===== src/core/sysctl_pkg.sv =====
// Purpose: Constants for the sensor enable and power-on reset disable slice
// Assumes: 32-bit AXI4-Lite register access, byte addresses as printed
// Notes: Unlock register lives in this slice at the system control offset
package sysctl_pkg;
  localparam logic [11:0] temp_sensor_ctrl_off = 12'h01C;
  localparam logic [11:0] poweron_reset_ctrl_off = 12'h024;
  localparam logic [11:0] write_protect_unlock_off = 12'h100;
  localparam int sensor_enable_bit = 0;
  localparam logic sensor_enable_rst = 1'h0;
  localparam logic [15:0] reset_disable_key_val = 16'h5AA5;
  localparam logic [15:0] reset_disable_key_rst = 16'h0000;
  localparam logic [7:0] unlock_step0 = 8'h59;
  localparam logic [7:0] unlock_step1 = 8'h16;
  localparam logic [7:0] unlock_step2 = 8'h88;
  localparam logic [1:0] resp_okay = 2'h0;
  localparam logic [1:0] resp_slverr = 2'h2;
  localparam logic [5:0] other_reset_count = 6'h06;
  typedef enum logic [1:0] {unlock_idle, unlock_got0, unlock_got1, unlock_open} unlock_state_t;
endpackage


===== src/core/reset_source_sync.sv =====
// Purpose: Brings asynchronous reset source levels into the clock domain
// Assumes: Each source is an active-high request level from outside
// Notes: Three flops; a change counts when the second and third agree
`timescale 1ns/1ps
module reset_source_sync
  import sysctl_pkg::*;
(
  // Clock and reset
  input wire logic aclk,
  input wire logic aresetn,
  // Raw sources
  input wire logic [5:0] src_raw,
  // Qualified level
  output logic [5:0] src_level
);
  logic [5:0] stage1;
  logic [5:0] stage2;
  logic [5:0] stage3;
  logic [5:0] next_level;

  always_comb begin
    next_level = src_level;
    for (int i = 0; i < 6; i++) begin
      if (stage2[i] == stage3[i]) begin
        next_level[i] = stage3[i];
      end
    end
  end

  always_ff @(posedge aclk) begin
    if (!aresetn) begin
      stage1 <= 6'h00;
      stage2 <= 6'h00;
      stage3 <= 6'h00;
      src_level <= 6'h00;
    end else begin
      stage1 <= src_raw;
      stage2 <= stage1;
      stage3 <= stage2;
      src_level <= next_level;
    end
  end
endmodule


===== src/core/sysctl_regs.sv =====
// Purpose: Sensor enable and keyed power-on reset disable registers
// Assumes: AXI4-Lite slave, one write and one read in flight at most
// Notes: Key field is guarded by the three-byte unlock sequence
//
// Overview of operation
// - The sensor enable output follows bit 0 of the sensor control register.
// - The sensor enable bit is 0 after reset.
// - With the sensor on, converter channel 7 with the sensor input selected reads temperature.
// - At power-up the power-on reset circuit resets the whole chip.
// - The power-on reset circuit is disabled while the key field holds 0x5AA5.
// - Writing any other value to the key field re-arms power-on reset; here key writes take effect only while the unlock sequence is open.
// - Any other reset source acting re-arms power-on reset.
`timescale 1ns/1ps
module sysctl_regs
  import sysctl_pkg::*;
(
  // Clock and reset
  input wire logic aclk,
  input wire logic aresetn,
  // Write address channel
  input wire logic [11:0] s_axi_awaddr,
  input wire logic [2:0] s_axi_awprot,
  input wire logic s_axi_awvalid,
  output logic s_axi_awready,
  // Write data channel
  input wire logic [31:0] s_axi_wdata,
  input wire logic [3:0] s_axi_wstrb,
  input wire logic s_axi_wvalid,
  output logic s_axi_wready,
  // Write response channel
  output logic [1:0] s_axi_bresp,
  output logic s_axi_bvalid,
  input wire logic s_axi_bready,
  // Read address channel
  input wire logic [11:0] s_axi_araddr,
  input wire logic [2:0] s_axi_arprot,
  input wire logic s_axi_arvalid,
  output logic s_axi_arready,
  // Read data channel
  output logic [31:0] s_axi_rdata,
  output logic [1:0] s_axi_rresp,
  output logic s_axi_rvalid,
  input wire logic s_axi_rready,
  // Other reset sources: pin, watchdog, low voltage, brownout, debug, software
  input wire logic [5:0] other_reset_req,
  // Analog controls
  output logic sensor_enable,
  output logic poweron_reset_disable,
  output logic write_protect_open
);
  // Write path state
  logic aw_held;
  logic w_held;
  logic [11:0] aw_addr;
  logic [31:0] w_data;
  logic [3:0] w_strb;
  logic next_aw_held;
  logic next_w_held;
  logic [11:0] next_aw_addr;
  logic [31:0] next_w_data;
  logic [3:0] next_w_strb;
  logic next_awready;
  logic next_wready;
  logic next_bvalid;
  logic [1:0] next_bresp;
  // Read path state
  logic next_arready;
  logic next_rvalid;
  logic [31:0] next_rdata;
  logic [1:0] next_rresp;
  // Register state
  logic next_sensor_enable;
  logic [15:0] reset_disable_key;
  logic [15:0] next_reset_disable_key;
  logic next_por_disable;
  unlock_state_t unlock_state;
  unlock_state_t next_unlock_state;
  logic next_open;
  // Reset sources
  logic [5:0] src_level;
  logic [5:0] src_prev;
  logic other_reset_hit;
  logic do_write;

  reset_source_sync u_sync (
    .aclk(aclk),
    .aresetn(aresetn),
    .src_raw(other_reset_req),
    .src_level(src_level)
  );

  function automatic logic addr_mapped(input logic [11:0] a);
    return (a == temp_sensor_ctrl_off) || (a == poweron_reset_ctrl_off) ||
           (a == write_protect_unlock_off);
  endfunction

  // Word aligned address, shared by the write and read paths
  function automatic logic [11:0] word_addr(input logic [11:0] a);
    return {a[11:2], 2'h0};
  endfunction

  // Byte lane merge for the key field
  function automatic logic [15:0] merge16(input logic [15:0] old, input logic [31:0] d,
                                          input logic [3:0] s);
    logic [15:0] r;
    r = old;
    if (s[0]) begin
      r[7:0] = d[7:0];
    end
    if (s[1]) begin
      r[15:8] = d[15:8];
    end
    return r;
  endfunction

  assign other_reset_hit = |(src_level & ~src_prev);
  assign do_write = aw_held && w_held && !s_axi_bvalid;

  // Write channel handling
  always_comb begin
    next_aw_held = aw_held;
    next_w_held = w_held;
    next_aw_addr = aw_addr;
    next_w_data = w_data;
    next_w_strb = w_strb;
    next_bvalid = s_axi_bvalid;
    next_bresp = s_axi_bresp;
    if (s_axi_awvalid && s_axi_awready) begin
      next_aw_held = 1'h1;
      next_aw_addr = word_addr(s_axi_awaddr);
    end
    if (s_axi_wvalid && s_axi_wready) begin
      next_w_held = 1'h1;
      next_w_data = s_axi_wdata;
      next_w_strb = s_axi_wstrb;
    end
    if (do_write) begin
      next_aw_held = 1'h0;
      next_w_held = 1'h0;
      next_bvalid = 1'h1;
      if (addr_mapped(aw_addr)) begin
        next_bresp = resp_okay;
      end else begin
        next_bresp = resp_slverr;
      end
    end
    if (s_axi_bvalid && s_axi_bready) begin
      next_bvalid = 1'h0;
    end
    next_awready = !next_aw_held && !next_bvalid;
    next_wready = !next_w_held && !next_bvalid;
  end

  // Unlock sequence; any wrong byte falls back to locked
  always_comb begin
    next_unlock_state = unlock_state;
    if (do_write && aw_addr == write_protect_unlock_off && w_strb[0]) begin
      unique case (unlock_state)
        unlock_idle: begin
          if (w_data[7:0] == unlock_step0) begin
            next_unlock_state = unlock_got0;
          end else begin
            next_unlock_state = unlock_idle;
          end
        end
        unlock_got0: begin
          if (w_data[7:0] == unlock_step1) begin
            next_unlock_state = unlock_got1;
          end else begin
            next_unlock_state = unlock_idle;
          end
        end
        unlock_got1: begin
          if (w_data[7:0] == unlock_step2) begin
            next_unlock_state = unlock_open;
          end else begin
            next_unlock_state = unlock_idle;
          end
        end
        unlock_open: begin
          if (w_data[7:0] == unlock_step0) begin
            next_unlock_state = unlock_open;
          end else begin
            next_unlock_state = unlock_idle;
          end
        end
      endcase
    end
    if (other_reset_hit) begin
      next_unlock_state = unlock_idle;
    end
    next_open = (next_unlock_state == unlock_open);
  end

  // Sensor bit and key field
  always_comb begin
    next_sensor_enable = sensor_enable;
    next_reset_disable_key = reset_disable_key;
    if (do_write && aw_addr == temp_sensor_ctrl_off && w_strb[0]) begin
      next_sensor_enable = w_data[sensor_enable_bit];
    end
    if (do_write && aw_addr == poweron_reset_ctrl_off && unlock_state == unlock_open) begin
      next_reset_disable_key = merge16(reset_disable_key, w_data, w_strb);
    end
    if (other_reset_hit) begin
      next_reset_disable_key = reset_disable_key_rst;
    end
    next_por_disable = (next_reset_disable_key == reset_disable_key_val);
  end

  // Read channel handling
  always_comb begin
    next_arready = s_axi_arready;
    next_rvalid = s_axi_rvalid;
    next_rdata = s_axi_rdata;
    next_rresp = s_axi_rresp;
    if (!s_axi_arready && !s_axi_rvalid) begin
      next_arready = 1'h1;
    end
    if (s_axi_arvalid && s_axi_arready) begin
      next_arready = 1'h0;
      next_rvalid = 1'h1;
      next_rresp = resp_okay;
      next_rdata = 32'h00000000;
      unique case (word_addr(s_axi_araddr))
        temp_sensor_ctrl_off: begin
          next_rdata = {31'h00000000, sensor_enable};
        end
        poweron_reset_ctrl_off: begin
          next_rdata = {16'h0000, reset_disable_key};
        end
        write_protect_unlock_off: begin
          next_rdata = {31'h00000000, write_protect_open};
        end
        default: begin
          next_rresp = resp_slverr;
        end
      endcase
    end
    if (s_axi_rvalid && s_axi_rready) begin
      next_rvalid = 1'h0;
      next_arready = 1'h1;
    end
  end

  // Write path registers
  always_ff @(posedge aclk) begin
    if (!aresetn) begin
      aw_held <= 1'h0;
      w_held <= 1'h0;
      aw_addr <= 12'h000;
      w_data <= 32'h00000000;
      w_strb <= 4'h0;
      s_axi_awready <= 1'h0;
      s_axi_wready <= 1'h0;
      s_axi_bvalid <= 1'h0;
      s_axi_bresp <= resp_okay;
    end else begin
      aw_held <= next_aw_held;
      w_held <= next_w_held;
      aw_addr <= next_aw_addr;
      w_data <= next_w_data;
      w_strb <= next_w_strb;
      s_axi_awready <= next_awready;
      s_axi_wready <= next_wready;
      s_axi_bvalid <= next_bvalid;
      s_axi_bresp <= next_bresp;
    end
  end

  // Read path registers
  always_ff @(posedge aclk) begin
    if (!aresetn) begin
      s_axi_arready <= 1'h0;
      s_axi_rvalid <= 1'h0;
      s_axi_rdata <= 32'h00000000;
      s_axi_rresp <= resp_okay;
    end else begin
      s_axi_arready <= next_arready;
      s_axi_rvalid <= next_rvalid;
      s_axi_rdata <= next_rdata;
      s_axi_rresp <= next_rresp;
    end
  end

  // Control registers
  always_ff @(posedge aclk) begin
    if (!aresetn) begin
      sensor_enable <= sensor_enable_rst;
      reset_disable_key <= reset_disable_key_rst;
      poweron_reset_disable <= 1'h0;
      unlock_state <= unlock_idle;
      write_protect_open <= 1'h0;
      src_prev <= 6'h00;
    end else begin
      sensor_enable <= next_sensor_enable;
      reset_disable_key <= next_reset_disable_key;
      poweron_reset_disable <= next_por_disable;
      unlock_state <= next_unlock_state;
      write_protect_open <= next_open;
      src_prev <= src_level;
    end
  end
endmodule


===== config.mk =====
export PLATFORM = sky130hd
export DESIGN_NAME = sysctl_regs
export DESIGN_NICKNAME = d
export VERILOG_FILES = /design/src/core/sysctl_pkg.sv /design/src/core/reset_source_sync.sv /design/src/core/sysctl_regs.sv
export SDC_FILE = /design/constraint.sdc
export NUM_CORES = 1
export LEC_CHECK = 0
export CORE_MARGIN = 3
export CORE_UTILIZATION = 60
export DETAILED_ROUTE_END_ITERATION = 16
export DONT_BUFFER_PORTS = 1
export HOLD_SLACK_MARGIN = 0.03
export PLACE_DENSITY = 0.8
export REMOVE_ABC_BUFFERS = 1
export SYNTH_ARGS = -nofsm -noshare
export SYNTH_HDL_FRONTEND = slang
export SYNTH_SLANG_ARGS = --single-unit

===== constraint.sdc =====
create_clock -name aclk -period 2.55 [get_ports aclk]
set_input_delay 0.3825 -clock aclk [delete_from_list [all_inputs] [get_ports aclk]]
set_output_delay 0.3825 -clock aclk [all_outputs]
set_load 0.02 [all_outputs]

* Word-level counts from Yosys, hierarchy flattened *
Cells that the tools add are included.
W data, S select, Z words.

operators by class
  equality and inequality tests = 20
  mux-type cells = 23
  bitwise logic cells = 3
  reductions and logical operators = 29

operators with widths
  cell                    number
  $pmux W16 S3            1
  $mux W16                2
  $eq A10 B3 Y1 const B   2
  $eq A10 B4 Y1 const B   2
  $eq A10 B7 Y1 const B   2
  $eq A16 B15 Y1 const B  1
  $logic_and A1 B1 Y1     16
  $mux W8                 2
  $mux W2                 7
  $mux W1                 10
  $eq A8 B5 Y1 const B    1
  $eq A8 B7 Y1 const B    1
  $eq A8 B8 Y1 const B    1
  $pmux W2 S4             1
  $and A6 B6 Y6           1
  $eq A1 B1 Y1            6
  $eq A2 B2 Y1 const B    3
  $logic_not A1 Y1        6
  $not A6 Y6              1
  $reduce_or A6 Y1        1
  $reduce_bool A3 Y1      1
  $reduce_or A3 Y1        1
  $eq A2 B1 Y1 const B    1
  $logic_not A2 Y1        1
  other kinds (3)         4

storage, ports and cells
  register bits = 122
  bits of input ports = 79
  output and inout port bits = 44

* Logic depth before layout (Yosys ltp) *
  depth in word-level cells = 7
  gate-level depth with buffers = 6
  depth with buffers taken out = 5

* Hierarchy *
A second synthesis with hierarchy kept.

unflattened totals
  cells, all modules = 464
  area total of the unflattened synthesis = 4037.6 um^2

by module, submodules not included
  module             times used  cells each  area an instance (um^2)
  sysctl_regs        1           402         3326.9
  reset_source_sync  1           62          710.7

* Worst setup path before layout *
Ideal clock, no wire load.

  kind = reg2reg
  from = register aw_addr[3]
  to = register poweron_reset_disable
  library setup time = 103 ps
  arrival time = 2090 ps
  required time = 2447 ps
  slack = 356 ps
  stages on the path, launching flop included = 7
  path buffers = 1
  period minus slack after synthesis = 2194 ps
  cells stage by stage = dfxtp_1 -> or4_4 -> nor4_2 -> and3_2 -> buf_4 -> mux2_2 -> a2111oi_2

between the ends
  cells in the longest elaborated chain, start to end = 6

RTL lines
  what                              RTL line            RTL
  from (decl)                       sysctl_regs.sv:54   logic [11:0] aw_addr;
  from (signal assigned)            sysctl_regs.sv:261  aw_addr <= next_aw_addr;
  $eq A10 B4 Y1                     sysctl_regs.sv:202  if (do_write && aw_addr == poweron_reset_ctrl_off && unlock_state == unlock_open) begin
  $logic_and A1 B1 Y1 (2 in a row)  sysctl_regs.sv:202
  $mux W16                          sysctl_regs.sv:202
  $mux W16                          sysctl_regs.sv:205  if (other_reset_hit) begin
  $eq A16 B15 Y1                    sysctl_regs.sv:208  next_por_disable = (next_reset_disable_key == reset_disable_key_val);
  to (signal assigned)              sysctl_regs.sv:298  poweron_reset_disable <= next_por_disable;
  to (decl)                         sysctl_regs.sv:48   output logic poweron_reset_disable,

No other way between the ends.
A chain may end at the register's enable or synchronous reset.

* Worst setup path after layout *
Ends and elaborated chain as after synthesis.

==> impl_metrics.env <==
export IMPL_drt_first_pass_iters=4
export IMPL_initialDrtViolationCount=126
export IMPL_n_antenna_cell=0
export IMPL_grtUsageMet2_pct=33.8
export IMPL_viasPerCell=5.63
export IMPL_ant_nets=0
export IMPL_rr_endpoint="poweron_reset_disable"
export IMPL_synth_warnings=0
export IMPL_ir_drop_mv=0.751
export IMPL_num_io_pins=123
export IMPL_rr_worst_depth=5
export IMPL_dieArea_um2=7620
export IMPL_syn_area_um2=3960
export IMPL_grt_pass1_wl_mm=12.5
export IMPL_clock_path_buffers=2
export IMPL_grt_pass1_vias=2731
export IMPL_core_um2=6170
export IMPL_clkTransAtPathRegs_ns=0.09
export IMPL_h_tree_depth=3
export IMPL_setup_violations=0
export IMPL_skew_ns=0.00823
export IMPL_synth_edff_count=0
export IMPL_antenna_found_initial=0
export IMPL_drive_above_1_share_pct=7.06
export IMPL_crit_start="aw_addr[3]"
export IMPL_io_buffers=0
export IMPL_worst_path_max_fanout=3
export IMPL_worst_setup_path_start_kind="flop"
export IMPL_dpl_hpwl_mm=5.27
export IMPL_fin_cells=514
export IMPL_finalHoldViolCount=0
export IMPL_p_clk_share_pct=37.4
export IMPL_cts_sinks=104
export IMPL_pwr_share_comb_pct=5.1
export IMPL_synthToLayoutAreaGrowth_pct=5.08
export IMPL_grt_ovfl_total=0
export IMPL_synth_cell_types=46
export IMPL_crit_arrival_ns=2.40
export IMPL_nets=513
export IMPL_grt_usage_pct=20.5
export IMPL_max_clock_freq_mhz=464
export IMPL_p_sw_share_pct=22.8
export IMPL_met1_usage_pct=25.5
export IMPL_crit_required_ns=2.80
export IMPL_r2r_setup_slack_ns=0.40
export IMPL_fin_crit_ns=2.15
export IMPL_drv_slew=0
export IMPL_tns_ns=0
export IMPL_clk_latency_ns=0.35
export IMPL_fin_ws_ns=0.397
export IMPL_power_leakage_nw=1.49
export IMPL_period_share_pct=84.4
export IMPL_place_ws_ns=0.417
export IMPL_final_cell_mix="dfxtp_1, nand2_1, nor2_1, a21oi_1, and2_1"
export IMPL_numCtsBuffers=9
export IMPL_reg2reg_from="aw_addr[3]"
export IMPL_met3_usage_pct=5.77
export IMPL_hold_buffers=0
export IMPL_intPower_mw=2.30
export IMPL_power_mw=2.97
export IMPL_busiest_layer="met2"
export IMPL_fillCellCount=520
export IMPL_layout_commonest_cell="dfxtp_1"
export IMPL_maxSlewHeadroom_pct=36.6
export IMPL_p_switching_mw=0.676
export IMPL_num_vias=2895
export IMPL_post_route_util_pct=67.5
export IMPL_start_util_pct=64.3
export IMPL_synth_seq_cells=104
export IMPL_synth_cells=438
export IMPL_seqPwrFrac_pct=57.5
export IMPL_tightest_slew_ns=0.951
export IMPL_routed_wl_mm=7.63
export IMPL_rsz0062_at_grt="no"
export IMPL_place_inst=498
export IMPL_endpoint="poweron_reset_disable"
export IMPL_post_route_drc_count=0
export IMPL_outcome="completed"
export IMPL_root_buffer="clkbuf_8"
export IMPL_async_flop_share_pct=0
export IMPL_rows=28
export IMPL_min_path_type="input pin to flop"
export IMPL_endpoint_kind="flop"
export IMPL_cts_tree="done"
export IMPL_place_congestion=0.793
export IMPL_power_density_nw_per_um2=714
export IMPL_synth_main_ff_cell="dfxtp_1"
export IMPL_grt_max_degree=56
export IMPL_synth_avg_cell_area_um2=9.05
export IMPL_post_cts_buffers=0
export IMPL_ys_seq_area_share_pct=52.5
export IMPL_drv_cap=0
export IMPL_dieHeight_um=87.3
export IMPL_critPathKind="flop to flop"
export IMPL_fp_dieW_um=87.3
export IMPL_drt_wirelength_per_cell_um=14.8
export IMPL_post_cts_resized=0
==> power groups by stage <==
stage / registers, mW / clock network, mW / logic [mW]
2_1_floorplan: 1.74 / 0 / 0.122
3_3_place_gp: 1.74 / 0 / 0.147
3_5_place_dp: 1.75 / 0 / 0.151
4_1_cts: 1.71 / 1.15 / 0.152
5_1_grt: 1.72 / 1.21 / 0.172
6_report: 1.71 / 1.11 / 0.152
==> sequential cells by signal, summed over array words and instances, names as in the netlist, 2 cells and up <==
register and flops:
reset_disable_key 16, s_axi_rdata 16, w_data 16, aw_addr 10
src_prev 6, u_sync.src_level 6, u_sync.stage1 6, u_sync.stage2 6
u_sync.stage3 6, unlock_state 2, w_strb 2
==> Yosys cell counts (2+ instances only) <==
cell / instances / area, um2
inv_1: 7 / 26.3
nor4_1: 2 / 12.5
a31oi_1: 2 / 12.5
buf_4: 19 / 143
mux2i_1: 17 / 170
nand4_1: 3 / 18.8
nor4b_1: 3 / 26.3
o21ai_0: 9 / 45.0
dfxtp_1: 104 / 2080
nand4b_1: 4 / 35.0
a22oi_1: 15 / 113
nand3_1: 3 / 15.0
nor4bb_1: 3 / 30.0
nand2b_1: 4 / 25.0
nor3b_1: 3 / 22.5
buf_1: 2 / 7.51
a21oi_1: 39 / 195
nor2_1: 47 / 176
clkbuf_1: 14 / 52.6
nor2b_1: 4 / 25.0
and2_1: 27 / 169
mux2_2: 3 / 33.8
a21o_1: 2 / 15.0
a211oi_1: 2 / 15.0
nor3_1: 6 / 30.0
nand2_1: 74 / 278
==> stage by stage <==
| stage | hold slack [ns] | cell area (um2) |
|---|---|---|
| floorplan | 0.412 | 3810 |
| global placement | 0.413 | 3940 |
| detailed placement | 0.419 | 3940 |
| CTS | 0.128 | 4160 |
| global route | 0.122 | 4160 |
| finish | 0.151 | 4160 |
==> area by class of cell <==
class,instances,area [um2],share of cell area [%]
repair buffers,4,30.0,0.721
flip-flops and latches,104,2080,50.0
clock inverters,6,90.1,2.16
multi-input cells,307,1700,40.8
inverters,8,30.0,0.721
well taps,75,93.8,2.25
clock buffers,10,138,3.31
==> how the worst min path moves through the flow <==
stage                          start          endpoint  slack [ns]  cells past startpoint
finish                       aresetn  u_sync.stage1[4]        0.15                      1
global route                 aresetn  u_sync.stage2[5]        0.12                      1
CTS                          aresetn  u_sync.stage1[3]        0.13                      1
detailed placement  u_sync.stage1[2]  u_sync.stage2[2]        0.42                      1
global placement    u_sync.stage1[4]  u_sync.stage2[4]        0.41                      1
floorplan           u_sync.stage1[0]  u_sync.stage2[0]        0.41                      1
==> routing by layer <==
metal  up-vias  wire, um
li1       1443         -
met1      1356      3180
met2        83      3850
met3        13       458
met4         0       136
met5         -         0
==> worst max-delay path: stages, from the launching register on <==
cell and delay (ns):
dfxtp_1 0.33, or4_4 0.57, nor4_2 0.27, and3_2 0.23, mux2_2 0.34, a2111oi_2 0.31
==> cell families after synthesis <==
kind of cell	share of synthesized area, %
compound gates	11.5
simple gates	24.5
buf+inv	6.16
other cells	0.0946
mux	5.15
flops	52.5
(Power assumes the default switching activity.)
